==> config.mk <==
export PLATFORM = sky130hd
export DESIGN_NAME = qec_counter
export DESIGN_NICKNAME = d
export VERILOG_FILES = /design/src/qec_pkg.sv /design/src/qec_fifo.sv /design/src/qec_counter.sv
export SDC_FILE = /design/constraint.sdc
export NUM_CORES = 1
export LEC_CHECK = 0
export ABC_CLOCK_PERIOD_IN_PS = 4340
export BUFFER_PORTS_ARGS = -buffer_cell sky130_fd_sc_hd__buf_2
export CAP_MARGIN = 10
export CORE_MARGIN = 5
export CORE_UTILIZATION = 56
export CTS_CLUSTER_DIAMETER = 120
export CTS_CLUSTER_SIZE = 20
export DETAILED_ROUTE_END_ITERATION = 12
export PLACE_DENSITY = 0.88
export SLEW_MARGIN = 10
export SYNTH_ARGS = -nofsm -noshare
export SYNTH_HDL_FRONTEND = slang
export SYNTH_SLANG_ARGS = --single-unit
==> constraint.sdc <==
create_clock -name pclk -period 4.34 [get_ports pclk]
set_input_delay 0 -clock pclk [delete_from_list [all_inputs] [get_ports pclk]]
set_output_delay 0 -clock pclk [all_outputs]
set_load 0.005 [all_outputs]
==> src/qec_pkg.sv <==
`default_nettype none
// ----------------------------------------------------------------------------
// Shared constants of the encoder counter channel.
// ----------------------------------------------------------------------------
package qec_pkg;
  // Data path widths and buffering.
  localparam int CNT_W      = 32;
  localparam int FIFO_DEPTH = 16;
  localparam int ADDR_W     = 8;

  // Register byte offsets on the APB side.
  localparam logic [7:0] ADDR_CTRL   = 8'h00;
  localparam logic [7:0] ADDR_RELOAD = 8'h04;
  localparam logic [7:0] ADDR_CMD    = 8'h08;
  localparam logic [7:0] ADDR_SNAP   = 8'h0c;
  localparam logic [7:0] ADDR_STAT   = 8'h10;
  localparam logic [7:0] ADDR_COUNT  = 8'h14;

  // Control register fields.
  localparam int CTRL_EN       = 0;
  localparam int CTRL_FUNC_LSB = 1;
  localparam int CTRL_DEC_LSB  = 3;
  localparam int CTRL_RD_LSB   = 5;
  localparam int CTRL_ZA       = 7;
  localparam int CTRL_ZB       = 8;
  localparam int CTRL_ZEN      = 9;
  localparam int CTRL_EXTTRIG  = 10;
  localparam int CTRL_TOUT     = 11;
  localparam int CTRL_W        = 12;
  localparam logic [11:0] CTRL_RESET   = 12'h000;
  localparam logic [31:0] RELOAD_RESET = 32'h0000_0000;

  // Command and status bits.
  localparam int CMD_SWTRIG = 0;
  localparam int CMD_LATCH  = 1;
  localparam int STAT_RUN   = 0;
  localparam int STAT_EMPTY = 1;
  localparam int STAT_FULL  = 2;
  localparam int STAT_LOST  = 3;

  // Pin vector positions in the input synchroniser.
  localparam int PIN_A = 0;
  localparam int PIN_B = 1;
  localparam int PIN_Z = 2;
  localparam int PIN_G = 3;
  localparam int PIN_S = 4;
  localparam int PIN_T = 5;
  localparam int PIN_N = 6;

  // Trigger output pulse: 1 us at a 4 ns clock.
  localparam int CLK_PERIOD_PS  = 4000;
  localparam int TRIG_PULSE_NS  = 1000;
  localparam int TRIG_PULSE_CYC = (TRIG_PULSE_NS * 1000) / CLK_PERIOD_PS;
  localparam int TRIG_W         = $clog2(TRIG_PULSE_CYC + 1);

  typedef enum logic [1:0] {
    QEC_FN_QUAD = 2'h0, QEC_FN_TWO = 2'h1, QEC_FN_FREQ = 2'h2
  } qec_func_t;
  typedef enum logic [1:0] {
    QEC_DEC_SINGLE = 2'h0, QEC_DEC_DOUBLE = 2'h1, QEC_DEC_QUAD = 2'h2
  } qec_dec_t;
  typedef enum logic [1:0] {
    QEC_RD_SINGLE = 2'h0, QEC_RD_SAMPLE = 2'h1, QEC_RD_IMPLICIT = 2'h2
  } qec_rd_t;
  typedef enum logic [1:0] {
    QEC_ST_IDLE = 2'h0, QEC_ST_ARMED = 2'h1, QEC_ST_RUN = 2'h3
  } qec_state_t;
endpackage : qec_pkg
`default_nettype wire

==> src/qec_fifo.sv <==
`timescale 1ns/1ps
`default_nettype none
// ----------------------------------------------------------------------------
// Flip-flop FIFO with valid and ready on both sides.
// ----------------------------------------------------------------------------
module qec_fifo #(
  parameter int W     = 32,
  parameter int DEPTH = 16
) (
  // Clock, reset and enable.
  input  wire logic         pclk,
  input  wire logic         presetn,
  input  wire logic         ce,
  // Filling side.
  input  wire logic         in_valid,
  output logic              in_ready,
  input  wire logic [W-1:0] in_data,
  // Draining side.
  output logic              out_valid,
  input  wire logic         out_ready,
  output logic [W-1:0]      out_data,
  // Status.
  output logic              full,
  output logic              empty
);
  localparam int AW = $clog2(DEPTH);

  logic [W-1:0] mem_reg [DEPTH];
  logic [AW:0]  wr_reg;
  logic [AW:0]  wr_next;
  logic [AW:0]  rd_reg;
  logic [AW:0]  rd_next;
  logic         push;
  logic         pop;

  // Full is told apart from empty by the extra pointer wrap bit.
  assign empty     = (wr_reg == rd_reg);
  assign full      = (wr_reg[AW-1:0] == rd_reg[AW-1:0]) && (wr_reg[AW] != rd_reg[AW]);
  assign in_ready  = ce && !full;
  assign out_valid = !empty;
  assign out_data  = mem_reg[rd_reg[AW-1:0]];
  assign push      = in_valid && in_ready;
  assign pop       = ce && out_valid && out_ready;

  // Pointer next values.
  always_comb begin
    wr_next = push ? wr_reg + (AW+1)'(1) : wr_reg;
    rd_next = pop ? rd_reg + (AW+1)'(1) : rd_reg;
  end

  // Pointer registers.
  always_ff @(posedge pclk or negedge presetn) begin
    if (!presetn) begin
      wr_reg <= '0;
      rd_reg <= '0;
    end else if (ce) begin
      wr_reg <= wr_next;
      rd_reg <= rd_next;
    end
  end

  // Storage has no reset; only written words are ever shown.
  always_ff @(posedge pclk) begin
    if (push) begin
      mem_reg[wr_reg[AW-1:0]] <= in_data;
    end
  end
endmodule : qec_fifo
`default_nettype wire

==> src/qec_counter.sv <==
// The placing of the registers and the APB register port were chosen for this implementation.
`timescale 1ns/1ps
`default_nettype none
module qec_counter #(
  parameter int CNT_W      = qec_pkg::CNT_W,
  parameter int FIFO_DEPTH = qec_pkg::FIFO_DEPTH
) (
  // Clock, reset and enable.
  input  wire logic             pclk,
  input  wire logic             presetn,
  input  wire logic             ce,
  // APB slave.
  input  wire logic             psel,
  input  wire logic             penable,
  input  wire logic             pwrite,
  input  wire logic [7:0]       paddr,
  input  wire logic [31:0]      pwdata,
  output logic [31:0]           prdata,
  output logic                  pready,
  output logic                  pslverr,
  // Encoder, gate and system pins.
  input  wire logic             enc_a,
  input  wire logic             enc_b,
  input  wire logic             enc_z,
  input  wire logic             gate_in,
  input  wire logic             samp_clk_in,
  input  wire logic             ext_trig_in,
  output logic                  ext_trig_out,
  // Result stream toward the host.
  output logic                  st_valid,
  input  wire logic             st_ready,
  output logic [CNT_W-1:0]      st_data
);
  // --------------------------------------------------------------------------
  // Declarations.
  // --------------------------------------------------------------------------
  localparam int TW = qec_pkg::TRIG_W;

  logic [qec_pkg::PIN_N-1:0]  s1_reg, s2_reg, d_reg;
  logic [qec_pkg::CTRL_W-1:0] ctrl_reg, ctrl_next;
  logic [CNT_W-1:0]           reload_reg, reload_next, snap_reg, snap_next;
  logic [CNT_W-1:0]           count_reg, count_next, meas_reg, meas_next;
  logic [CNT_W-1:0]           period_reg, period_next, pend_data_reg, pend_data_next;
  logic [31:0]                prdata_next;
  logic                       lost_reg, lost_next, pend_reg, pend_next;
  logic                       gseen_reg, gseen_next, mfrozen_reg, mfrozen_next;
  logic [TW-1:0]              timer_reg, timer_next;
  logic                       tout_next;
  qec_pkg::qec_state_t        state_reg, state_next;
  qec_pkg::qec_func_t         func;
  qec_pkg::qec_dec_t          dec;
  qec_pkg::qec_rd_t           rdm;
  logic                       wr_en, rd_setup, addr_ok;
  logic                       a_s, b_s, z_s, a_rise, a_fall, b_rise, b_fall;
  logic                       g_rise, s_rise, t_rise, trig, trig_fire, run;
  logic                       cnt_up, cnt_dn, zrst, meas_done, push_req;
  logic [CNT_W-1:0]           push_data;
  logic                       f_ready, f_full, f_empty;

  // --------------------------------------------------------------------------
  // Pin synchroniser and edge detect.
  // --------------------------------------------------------------------------
  // Only the second and third stages feed the edge detectors, so a metastable first
  // stage never reaches the counting logic.
  always_ff @(posedge pclk or negedge presetn) begin
    if (!presetn) begin
      s1_reg <= '0;
      s2_reg <= '0;
      d_reg  <= '0;
    end else if (ce) begin
      s1_reg <= {ext_trig_in, samp_clk_in, gate_in, enc_z, enc_b, enc_a};
      s2_reg <= s1_reg;
      d_reg  <= s2_reg;
    end
  end

  // Edges are taken on the synchronised copies only.
  assign a_s    = s2_reg[qec_pkg::PIN_A];
  assign b_s    = s2_reg[qec_pkg::PIN_B];
  assign z_s    = s2_reg[qec_pkg::PIN_Z];
  assign a_rise = a_s && !d_reg[qec_pkg::PIN_A];
  assign a_fall = !a_s && d_reg[qec_pkg::PIN_A];
  assign b_rise = b_s && !d_reg[qec_pkg::PIN_B];
  assign b_fall = !b_s && d_reg[qec_pkg::PIN_B];
  assign g_rise = s2_reg[qec_pkg::PIN_G] && !d_reg[qec_pkg::PIN_G];
  assign s_rise = s2_reg[qec_pkg::PIN_S] && !d_reg[qec_pkg::PIN_S];
  assign t_rise = s2_reg[qec_pkg::PIN_T] && !d_reg[qec_pkg::PIN_T];

  // --------------------------------------------------------------------------
  // APB register file.
  // --------------------------------------------------------------------------
  assign func = qec_pkg::qec_func_t'(ctrl_reg[qec_pkg::CTRL_FUNC_LSB +: 2]);
  assign dec  = qec_pkg::qec_dec_t'(ctrl_reg[qec_pkg::CTRL_DEC_LSB +: 2]);
  assign rdm  = qec_pkg::qec_rd_t'(ctrl_reg[qec_pkg::CTRL_RD_LSB +: 2]);

  // The bus stalls while the block is frozen; a read whose setup cycle falls in the freeze returns the old prdata.
  assign pready   = ce;
  assign addr_ok  = paddr inside {qec_pkg::ADDR_CTRL, qec_pkg::ADDR_RELOAD, qec_pkg::ADDR_CMD,
                                  qec_pkg::ADDR_SNAP, qec_pkg::ADDR_STAT, qec_pkg::ADDR_COUNT};
  assign pslverr  = psel && penable && !addr_ok;
  assign wr_en    = ce && psel && penable && pwrite && addr_ok;
  assign rd_setup = psel && !penable && !pwrite;

  // Register writes, read data capture and the lost flag.
  always_comb begin
    ctrl_next   = ctrl_reg;
    reload_next = reload_reg;
    snap_next   = snap_reg;
    prdata_next = prdata;
    lost_next   = lost_reg;
    if (wr_en && paddr == qec_pkg::ADDR_CTRL) begin
      ctrl_next = pwdata[qec_pkg::CTRL_W-1:0];
    end
    if (wr_en && paddr == qec_pkg::ADDR_RELOAD) begin
      reload_next = pwdata[CNT_W-1:0];
    end
    // Writing one clears the lost flag; a new loss in that cycle wins.
    if (wr_en && paddr == qec_pkg::ADDR_STAT && pwdata[qec_pkg::STAT_LOST]) begin
      lost_next = 1'b0;
    end
    if (push_req && pend_reg && !f_ready) begin
      lost_next = 1'b1;
    end
    // The host request latches the value it will read back.
    if (wr_en && paddr == qec_pkg::ADDR_CMD && pwdata[qec_pkg::CMD_LATCH]) begin
      snap_next = (func == qec_pkg::QEC_FN_FREQ) ? meas_reg : count_reg;
    end
    if (rd_setup) begin
      unique case (paddr)
        qec_pkg::ADDR_CTRL:   prdata_next = 32'(ctrl_reg);
        qec_pkg::ADDR_RELOAD: prdata_next = 32'(reload_reg);
        qec_pkg::ADDR_SNAP:   prdata_next = 32'(snap_reg);
        qec_pkg::ADDR_STAT:   prdata_next = 32'({lost_reg, f_full, f_empty, run});
        qec_pkg::ADDR_COUNT:  prdata_next = 32'(count_reg);
        default:              prdata_next = 32'h0000_0000;
      endcase
    end
  end

  always_ff @(posedge pclk or negedge presetn) begin
    if (!presetn) begin
      ctrl_reg   <= qec_pkg::CTRL_RESET;
      reload_reg <= CNT_W'(qec_pkg::RELOAD_RESET);
      snap_reg   <= '0;
      prdata     <= 32'h0000_0000;
      lost_reg   <= 1'b0;
    end else if (ce) begin
      ctrl_reg   <= ctrl_next;
      reload_reg <= reload_next;
      snap_reg   <= snap_next;
      prdata     <= prdata_next;
      lost_reg   <= lost_next;
    end
  end

  // --------------------------------------------------------------------------
  // Trigger, decode and measurement core.
  // --------------------------------------------------------------------------
  assign run  = (state_reg == qec_pkg::QEC_ST_RUN);
  assign trig = ctrl_reg[qec_pkg::CTRL_EXTTRIG] ? t_rise
              : (wr_en && paddr == qec_pkg::ADDR_CMD && pwdata[qec_pkg::CMD_SWTRIG]);
  assign trig_fire = (state_reg == qec_pkg::QEC_ST_ARMED) && ctrl_reg[qec_pkg::CTRL_EN] && trig;
  assign zrst = run && ctrl_reg[qec_pkg::CTRL_ZEN] && z_s
             && a_s == ctrl_reg[qec_pkg::CTRL_ZA] && b_s == ctrl_reg[qec_pkg::CTRL_ZB];
  assign meas_done = run && (func == qec_pkg::QEC_FN_FREQ) && g_rise && gseen_reg;

  // Direction decode; up and down on one cycle cancel.
  always_comb begin
    cnt_up = 1'b0;
    cnt_dn = 1'b0;
    if (func == qec_pkg::QEC_FN_TWO) begin
      cnt_up = a_rise;
      cnt_dn = b_rise;
    end else if (func == qec_pkg::QEC_FN_QUAD) begin
      unique case (dec)
        qec_pkg::QEC_DEC_SINGLE: begin
          cnt_up = a_rise && !b_s;
          cnt_dn = a_fall && !b_s;
        end
        qec_pkg::QEC_DEC_DOUBLE: begin
          cnt_up = (a_rise || a_fall) && (a_s != b_s);
          cnt_dn = (a_rise || a_fall) && (a_s == b_s);
        end
        qec_pkg::QEC_DEC_QUAD: begin
          cnt_up = ((a_rise || a_fall) && (a_s != b_s))
                || ((b_rise || b_fall) && (a_s == b_s));
          cnt_dn = ((a_rise || a_fall) && (a_s == b_s))
                || ((b_rise || b_fall) && (a_s != b_s));
        end
        default: begin
          cnt_up = 1'b0;
          cnt_dn = 1'b0;
        end
      endcase
    end
  end

  // Pushes: sample ticks carry the live count (the held period in frequency mode), implicit mode the period.
  always_comb begin
    push_req  = 1'b0;
    push_data = count_reg;
    if (run && rdm == qec_pkg::QEC_RD_SAMPLE && s_rise) begin
      push_req  = 1'b1;
      push_data = (func == qec_pkg::QEC_FN_FREQ) ? meas_reg : count_reg;
    end else if (rdm == qec_pkg::QEC_RD_IMPLICIT && meas_done) begin
      push_req  = 1'b1;
      push_data = period_reg + CNT_W'(1);
    end
  end

  // State, counter, period and trigger output next values.
  always_comb begin
    state_next     = state_reg;
    count_next     = count_reg;
    period_next    = period_reg;
    meas_next      = meas_reg;
    gseen_next     = gseen_reg;
    mfrozen_next   = mfrozen_reg;
    pend_next      = pend_reg;
    pend_data_next = pend_data_reg;
    timer_next     = (timer_reg != '0) ? timer_reg - TW'(1) : timer_reg;
    unique case (state_reg)
      qec_pkg::QEC_ST_IDLE:  if (ctrl_reg[qec_pkg::CTRL_EN]) state_next = qec_pkg::QEC_ST_ARMED;
      qec_pkg::QEC_ST_ARMED: begin
        if (!ctrl_reg[qec_pkg::CTRL_EN]) begin
          state_next = qec_pkg::QEC_ST_IDLE;
        end else if (trig_fire) begin
          state_next   = qec_pkg::QEC_ST_RUN;
          count_next   = reload_reg;
          gseen_next   = 1'b0;
          mfrozen_next = 1'b0;
          if (ctrl_reg[qec_pkg::CTRL_TOUT]) begin
            timer_next = TW'(qec_pkg::TRIG_PULSE_CYC);
          end
        end
      end
      qec_pkg::QEC_ST_RUN:   if (!ctrl_reg[qec_pkg::CTRL_EN]) state_next = qec_pkg::QEC_ST_IDLE;
      default:               state_next = qec_pkg::QEC_ST_IDLE;
    endcase
    if (zrst) begin
      count_next = reload_reg;
    end else if (run && cnt_up && !cnt_dn) begin
      count_next = count_reg + CNT_W'(1);
    end else if (run && cnt_dn && !cnt_up) begin
      count_next = count_reg - CNT_W'(1);
    end
    // The period counter restarts at each gate rise.
    if (run && func == qec_pkg::QEC_FN_FREQ) begin
      period_next = g_rise ? '0 : period_reg + CNT_W'(1);
      if (g_rise) begin
        gseen_next = 1'b1;
      end
    end
    // Single-point mode keeps only the first period after the trigger.
    if (meas_done && !mfrozen_reg) begin
      meas_next    = period_reg + CNT_W'(1);
      mfrozen_next = (rdm == qec_pkg::QEC_RD_SINGLE);
    end
    // One holding slot absorbs a stalled FIFO; a second push then is lost.
    if (pend_reg && f_ready) begin
      pend_next = 1'b0;
    end
    if (push_req && (!pend_reg || f_ready)) begin
      pend_next      = 1'b1;
      pend_data_next = push_data;
    end
    tout_next = (timer_next != '0);
  end

  always_ff @(posedge pclk or negedge presetn) begin
    if (!presetn) begin
      state_reg     <= qec_pkg::QEC_ST_IDLE;
      count_reg     <= '0;
      period_reg    <= '0;
      meas_reg      <= '0;
      gseen_reg     <= 1'b0;
      mfrozen_reg   <= 1'b0;
      pend_reg      <= 1'b0;
      pend_data_reg <= '0;
      timer_reg     <= '0;
      ext_trig_out  <= 1'b0;
    end else if (ce) begin
      state_reg     <= state_next;
      count_reg     <= count_next;
      period_reg    <= period_next;
      meas_reg      <= meas_next;
      gseen_reg     <= gseen_next;
      mfrozen_reg   <= mfrozen_next;
      pend_reg      <= pend_next;
      pend_data_reg <= pend_data_next;
      timer_reg     <= timer_next;
      ext_trig_out  <= tout_next;
    end
  end

  // --------------------------------------------------------------------------
  // Result FIFO toward the host.
  // --------------------------------------------------------------------------
  qec_fifo #(
    .W     (CNT_W),
    .DEPTH (FIFO_DEPTH)
  ) u_fifo (
    .pclk      (pclk),
    .presetn   (presetn),
    .ce        (ce),
    .in_valid  (pend_reg),
    .in_ready  (f_ready),
    .in_data   (pend_data_reg),
    .out_valid (st_valid),
    .out_ready (st_ready),
    .out_data  (st_data),
    .full      (f_full),
    .empty     (f_empty)
  );
endmodule : qec_counter
`default_nettype wire

==> impl_metrics.json, run 1 <==
{
  "syn_nets": 2351,
  "largest_register_ffs": 512,
  "htreeDepth": 2,
  "hpwl_um": 54300,
  "peakVddDrop_mv": 0.571,
  "antenna_cells": 0,
  "first_pass_iters": 6,
  "synth_top_cell_area_share_pct": 45.2,
  "synthAdderAreaFrac_pct": 0.478,
  "cp_slowest_stage_delay_ns": 0.83,
  "grt_overflow": 0,
  "crit_type": "reg2reg",
  "die-area_um2": 65800,
  "synth_common_cells": "edfxtp_1 (512), dfrtp_1 (278), nand2_1 (221)",
  "synth_top_family_by_area": "multiplexers",
  "synth_xor_area_share_pct": 1.52,
  "synthSimpleGateAreaFrac_pct": 7.64,
  "postCtsSetupRepairBufs": 0,
  "grt_use_total_pct": 25.9,
  "relSlewSlack_pct": 16.9,
  "fin_nets": 2447,
  "synth.distinct_cells": 81,
  "fp.dieH_um": 257,
  "path_max_fanout": 22,
  "outcome": "finished clean",
  "worstPathRequired_ns": 4.89,
  "synth-seq-cells": 790,
  "clk_pin_slew_worst_paths_ns": 0.08,
  "yosys.area.top_type": "edfxtp_1",
  "worst_setup_path_start_kind": "flip-flop",
  "portBuffers": 120,
  "design_area_um2": 37300,
  "drc": 0,
  "initial_core_util_pct": 56.5,
  "fmax_mhz": 266,
  "cts.path.max_buffers": 3,
  "core-area_um2": 60200,
  "muxShareOfSynthArea_pct": 13.9,
  "hold_ws_ns": 0.0759,
  "areaGrowthSynthToFinish_pct": 9.48,
  "row_count": 90,
  "ant_nets": 0,
  "grt_pass1_vias": 21873,
  "cts_tree": "yes",
  "insertion_delay_ns": 0.63,
  "avgSynthCellArea_um2": 14.9,
  "cap_violations": 0,
  "dp_cells": 3069,
  "grt_max_degree": 132,
  "hold_class": "in2async",
  "synth_compound_area_share_pct": 8.53,
  "cts_buffers": 45,
  "hold_viol_final": 0,
  "grt_pass1_wl_um": 133000,
  "seq_area_frac_synth_pct": 65.6,
  "finalSetupViolations": 0,
  "drv_slew": 0,
  "clockRootBuffer": "clkbuf_16",
  "clock_sinks": 790,
  "r2r-end": "count_reg[29]$_DFFE_PN0P_",
  "r2r_cells": 11,
  "power.density_nw_per_um2": 385,
  "fin_crit_ns": 3.75,
  "r2r_start": "s2_reg[0]$_DFFE_PN0P_",
  "first_iter_violations": 3139,
  "layout-drive-gt1-share_pct": 21.0,
  "rsz0062_at_grt": "no",
  "post-route-period-util_pct": 86.5,
  "layoutNonFillerInstCount": 3182,
  "dpl_cell_area_um2": 35500,
  "worst-path-buf-inv": 3,
  "cp_top_family": "compound AO/OA/AOI/OAI gates",
  "place.gp.congestion": 0.956,
  "ys_warn_count": 0,
  "path_cells": "inv_1 > ha_1 > nor3b_1 > o21a_1 > o21a_1 > nor3_4 > buf_4 > o41ai_4 > buf_4 > a221o_1 > a22o_1",
  "critPathSlowestCell": "o41ai_4",
  "power_leakage_nw": 11.6,
  "cp.arrival_ns": 4.30,
  "rrSetupSlack_ns": 0.59,
  "viasPerCell": 6.77,
  "async_flop_share_pct": 35.2,
  "antenna_found_initial": 1,
  "num_vias": 21533,
  "synth_edf_count": 512,
  "synth_top_cells_by_area": "edfxtp_1 (45%), dfrtp_1 (20%), mux4_2 (11%), o21ai_0 (2.6%), mux2_2 (2.5%)",
  "finalSetupTns_ns": 0,
  "synth_area_um2": 34000,
  "totalWireLength_um": 86600,
  "finalClockSkew_ns": 0.0233,
  "worst_slew_pin_slew_ns": 1.24,
  "syn_inst": 2285,
  "cp-end-kind": "flip-flop",
  "io_pins": 121,
  "synth.most_common_cell": "edfxtp_1",
  "wl_per_cell_um": 27.2,
  "die_w_um": 257,
  "synth_flop_cell": "edfxtp_1",
  "total_power_mw": 14.3
}
==> where the power goes <==
part | leakage, nW | internal (mW) | switching (mW)
combinational | 3.70 | 0.798 | 1.08
sequential | 7.29 | 8.02 | 0.105
clock | 0.608 | 1.94 | 2.40
==> per-layer routing <==
| metal | vias up | part of all wire (%) | track usage, % |
|---|---|---|---|
| met5 | - | 0 | 0 |
| met4 | 0 | 2.9 | 6.58 |
| met3 | 201 | 8.7 | 3.47 |
| met2 | 1319 | 51 | 44.9 |
| met1 | 10957 | 38 | 35.5 |
| li1 | 9056 | - | - |
==> final cells by class <==
cell class / instances / area, µm²
multi-input cells: 1300 / 11100
flip-flops and latches: 790 / 22300
well taps: 782 / 978
clock inverters: 4 / 80.1
repair buffers: 215 / 1520
clock buffers: 62 / 1190
inverters: 29 / 109
fillers: 4138 / 23000
==> layout by cell type, fill, tap and decap left out, types with 17 or more instances in the layout <==
master / n
edfxtp_1: 512
dfrtp_1: 274
nand2_1: 221
o21ai_0: 176
mux4_2: 160
buf_2: 119
nor2_1: 114
mux2_2: 77
dlygate4sd3_1: 47
clkbuf_16: 45
buf_4: 42
xnor2_1: 38
nand3_1: 35
a222oi_1: 30
inv_1: 29
a21oi_1: 28
mux2i_1: 27
a221oi_1: 24
xor2_1: 21
nand4_1: 20
o221ai_1: 20
nor3_1: 19
nor4_1: 18
a22oi_1: 17
clkbuf_1: 17
==> worst max-delay path by stage <==
stage | startpoint | to | slack [ns] | depth (start not counted)
floorplan | u_fifo.rd_reg[3]$_DFFE_PN0P_ | u_fifo.mem_reg[3][0]$_DFFE_PP_ | 0.13 | 8
global placement | s2_reg[0]$_DFFE_PN0P_ | count_reg[29]$_DFFE_PN0P_ | 1.03 | 11
detailed placement | s2_reg[0]$_DFFE_PN0P_ | count_reg[29]$_DFFE_PN0P_ | 0.76 | 11
CTS | s2_reg[0]$_DFFE_PN0P_ | count_reg[29]$_DFFE_PN0P_ | 0.72 | 11
global route | s2_reg[0]$_DFFE_PN0P_ | count_reg[23]$_DFFE_PN0P_ | 0.36 | 11
finish | s2_reg[0]$_DFFE_PN0P_ | count_reg[29]$_DFFE_PN0P_ | 0.59 | 11
==> through the flow <==
| step | worst slack [ns] | utilization, % |
|---|---|---|
| after floorplan | 0.132 | - |
| after global placement | 1.03 | 59.0 |
| after detailed placement | 0.759 | 59.0 |
| after CTS | 0.722 | 61.9 |
| after global routing | 0.365 | 61.9 |
| final | 0.586 | 61.9 |
==> repair_timing <==
| item | 4_1_cts | 5_1_grt |
|---|---|---|
| hold buffers | 47 | 0 |
| gates resized for setup | 0 | 0 |
| endpoints found under the hold margin | 190 | 0 |
==> cells by family after synthesis <==
family | Yosys count
AO/OA/AOI/OAI | 422
XOR/XNOR | 59
adder cells (fa/ha/maj) | 13
buffers and inverters | 195
flip-flops | 790
multiplexers | 264
AND/OR/NAND/NOR | 542
No activity file was read; power rests on OpenSTA's default activity.
==> inputs of run 2 (changes only) <==
--- a/config.mk
+++ b/config.mk
@@ -9,11 +9,11 @@
 export BUFFER_PORTS_ARGS = -buffer_cell sky130_fd_sc_hd__buf_2
 export CAP_MARGIN = 10
 export CORE_MARGIN = 5
-export CORE_UTILIZATION = 56
+export CORE_UTILIZATION = 40
 export CTS_CLUSTER_DIAMETER = 120
 export CTS_CLUSTER_SIZE = 20
 export DETAILED_ROUTE_END_ITERATION = 12
-export PLACE_DENSITY = 0.88
+export PLACE_DENSITY = 0.7
 export SLEW_MARGIN = 10
 export SYNTH_ARGS = -nofsm -noshare
 export SYNTH_HDL_FRONTEND = slang
==> run 2 against run 1 <==
Net effect: routed wire length down 1.3%; non-clock buffer count up 8; sequential share of layout area down 0.75 points; critical endpoint is now count_reg[12]$_DFFE_PN0P_; sequential cell count unchanged.
==> impl_metrics.json, run 2 (synthesis results as in run 1) <==
{
  "place.gp.congestion": 0.929,
  "mostFrequentLayoutCells": "edfxtp_1 (512), dfrtp_1 (274), nand2_1 (221)",
  "fin_nets": 2455,
  "viasPerCell": 5.85,
  "design_area_um2": 37700,
  "hpwl_um": 54100,
  "largest_register_ffs": 512,
  "grt_max_degree": 125,
  "num_vias": 20776,
  "cts_resized": 0,
  "totalWireLength_um": 85500,
  "first_pass_iters": 6,
  "core-area_um2": 84900,
  "grt_pass1_wl_um": 131000,
  "cts_tree": "yes",
  "antenna_found_initial": 1,
  "grt_overflow": 0,
  "cp.arrival_ns": 4.20,
  "insertion_delay_ns": 0.62,
  "path_max_fanout": 12,
  "ant_nets": 0,
  "hold_viol_final": 0,
  "finalSetupTns_ns": 0,
  "layout-drive-gt1-share_pct": 21.3,
  "dpl_cell_area_um2": 36000,
  "initial_core_util_pct": 40.1,
  "clock_sinks": 790,
  "clockRootBuffer": "clkbuf_16",
  "total_power_mw": 14.3,
  "layout_commonest_cell": "edfxtp_1",
  "cp-end-kind": "flip-flop",
  "io_pins": 121,
  "wl_per_cell_um": 24.1,
  "antenna_cells": 0,
  "portBuffers": 120,
  "worst_setup_path_start_kind": "flip-flop",
  "hold_class": "in2reg",
  "crit_type": "reg2reg",
  "cap_violations": 0,
  "peakVddDrop_mv": 0.556,
  "die_w_um": 302,
  "die-area_um2": 91000,
  "post-route-period-util_pct": 84.2,
  "outcome": "finished clean",
  "first_iter_violations": 2192,
  "worst_slew_pin_slew_ns": 1.24,
  "fin_crit_ns": 3.66,
  "cts.path.max_buffers": 3,
  "htreeDepth": 2,
  "power_leakage_nw": 11.6,
  "rsz0062_at_grt": "no",
  "drv_slew": 0,
  "fp.dieH_um": 302,
  "finalClockSkew_ns": 0.0277,
  "power.density_nw_per_um2": 380,
  "worstPathRequired_ns": 4.88,
  "areaGrowthSynthToFinish_pct": 10.9,
  "fmax_mhz": 273,
  "grt_pass1_vias": 20823,
  "cts_buffers": 45,
  "finalSetupViolations": 0,
  "row_count": 107,
  "relSlewSlack_pct": 16.8,
  "clk_pin_slew_worst_paths_ns": 0.09,
  "grt_use_total_pct": 18.6,
  "drc": 0
}
[run 2: cell types whose count changed in the layout (fill, tap and decap cells not counted)]
cell	delta
nor3_4	+1
buf_4	+12
clkbuf_1	-2
nor3_2	-1
dlygate4sd3_1	-1
buf_12	-3
[run 2: power breakdown]
| group | leakage, nW | total, mW | switching [mW] | internal, mW |
|---|---|---|---|---|
| clock | 0.606 | 4.35 | 2.42 | 1.93 |
| combinational | 3.74 | 1.84 | 1.05 | 0.798 |
| sequential | 7.29 | 8.14 | 0.119 | 8.02 |
[run 2: timing repair]
action                                 in CTS  in global routing
hold buffers                               46                  0
setup endpoints to repair                   0                  0
endpoints found under the hold margin     152                  0
setup buffers                               0                  0
[run 2: per-layer routing]
metal  wire (µm)  GRT usage, %  vias to the layer above
met3        6670          3.16                      125
met4        1870          4.14                        0
met2       41400          30.8                      948
met1       35500          26.2                    10633
met5           0             0                        -
li1            -             -                     9070
[run 2: final timing paths]
path / cells after the start / startpoint / to / slack (ns)
max in group asynchronous: 4 / presetn / snap_reg[29]$_DFFE_PN0P_ / 2.32
worst min register to register: 2 / prdata[3]$_DFFE_PN0P_ / prdata[3]$_DFFE_PN0P_ / 0.49
min in group asynchronous: 3 / presetn / count_reg[23]$_DFFE_PN0P_ / 0.45
worst max register to register: 9 / s2_reg[0]$_DFFE_PN0P_ / count_reg[12]$_DFFE_PN0P_ / 0.68
worst max-delay path: 9 / s2_reg[0]$_DFFE_PN0P_ / count_reg[12]$_DFFE_PN0P_ / 0.68
worst min-delay path: 5 / psel / prdata[23]$_DFFE_PN0P_ / 0.03
[run 2: cell type report]
| class | instances | area (µm²) |
|---|---|---|
| timing repair buffer | 223 | 1540 |
| sequential | 790 | 22300 |
| tap | 1144 | 1430 |
| multi-input combinational | 1300 | 11100 |
| clock buffer | 60 | 1180 |
| inverter | 29 | 109 |
| clock inverter | 4 | 80.1 |
| fill | 7479 | 47100 |
[run 2: stage by stage]
step / std cells / utilization [%] / hold slack, ns / worst slack, ns
global placement: 3440 / 42.4 / 0.0619 / 0.970
floorplan: 2285 / - / -0.296 / 0.132
global route: 3550 / 44.5 / 0.0509 / 0.489
finish: 3550 / 44.5 / 0.0322 / 0.684
CTS: 3550 / 44.5 / 0.00490 / 0.868
detailed placement: 3440 / 42.4 / 0.0752 / 0.918
[run 2: critical path, stage by stage, from the launching register on]
cell	delay, ns
dfrtp_1	0.49
inv_1	0.12
ha_1	0.33
nor3b_1	0.26
mux2i_1	0.20
a2111oi_0	0.90
nand2_1	0.60
nor4_1	0.42
a221oi_1	0.09
o21ai_0	0.19
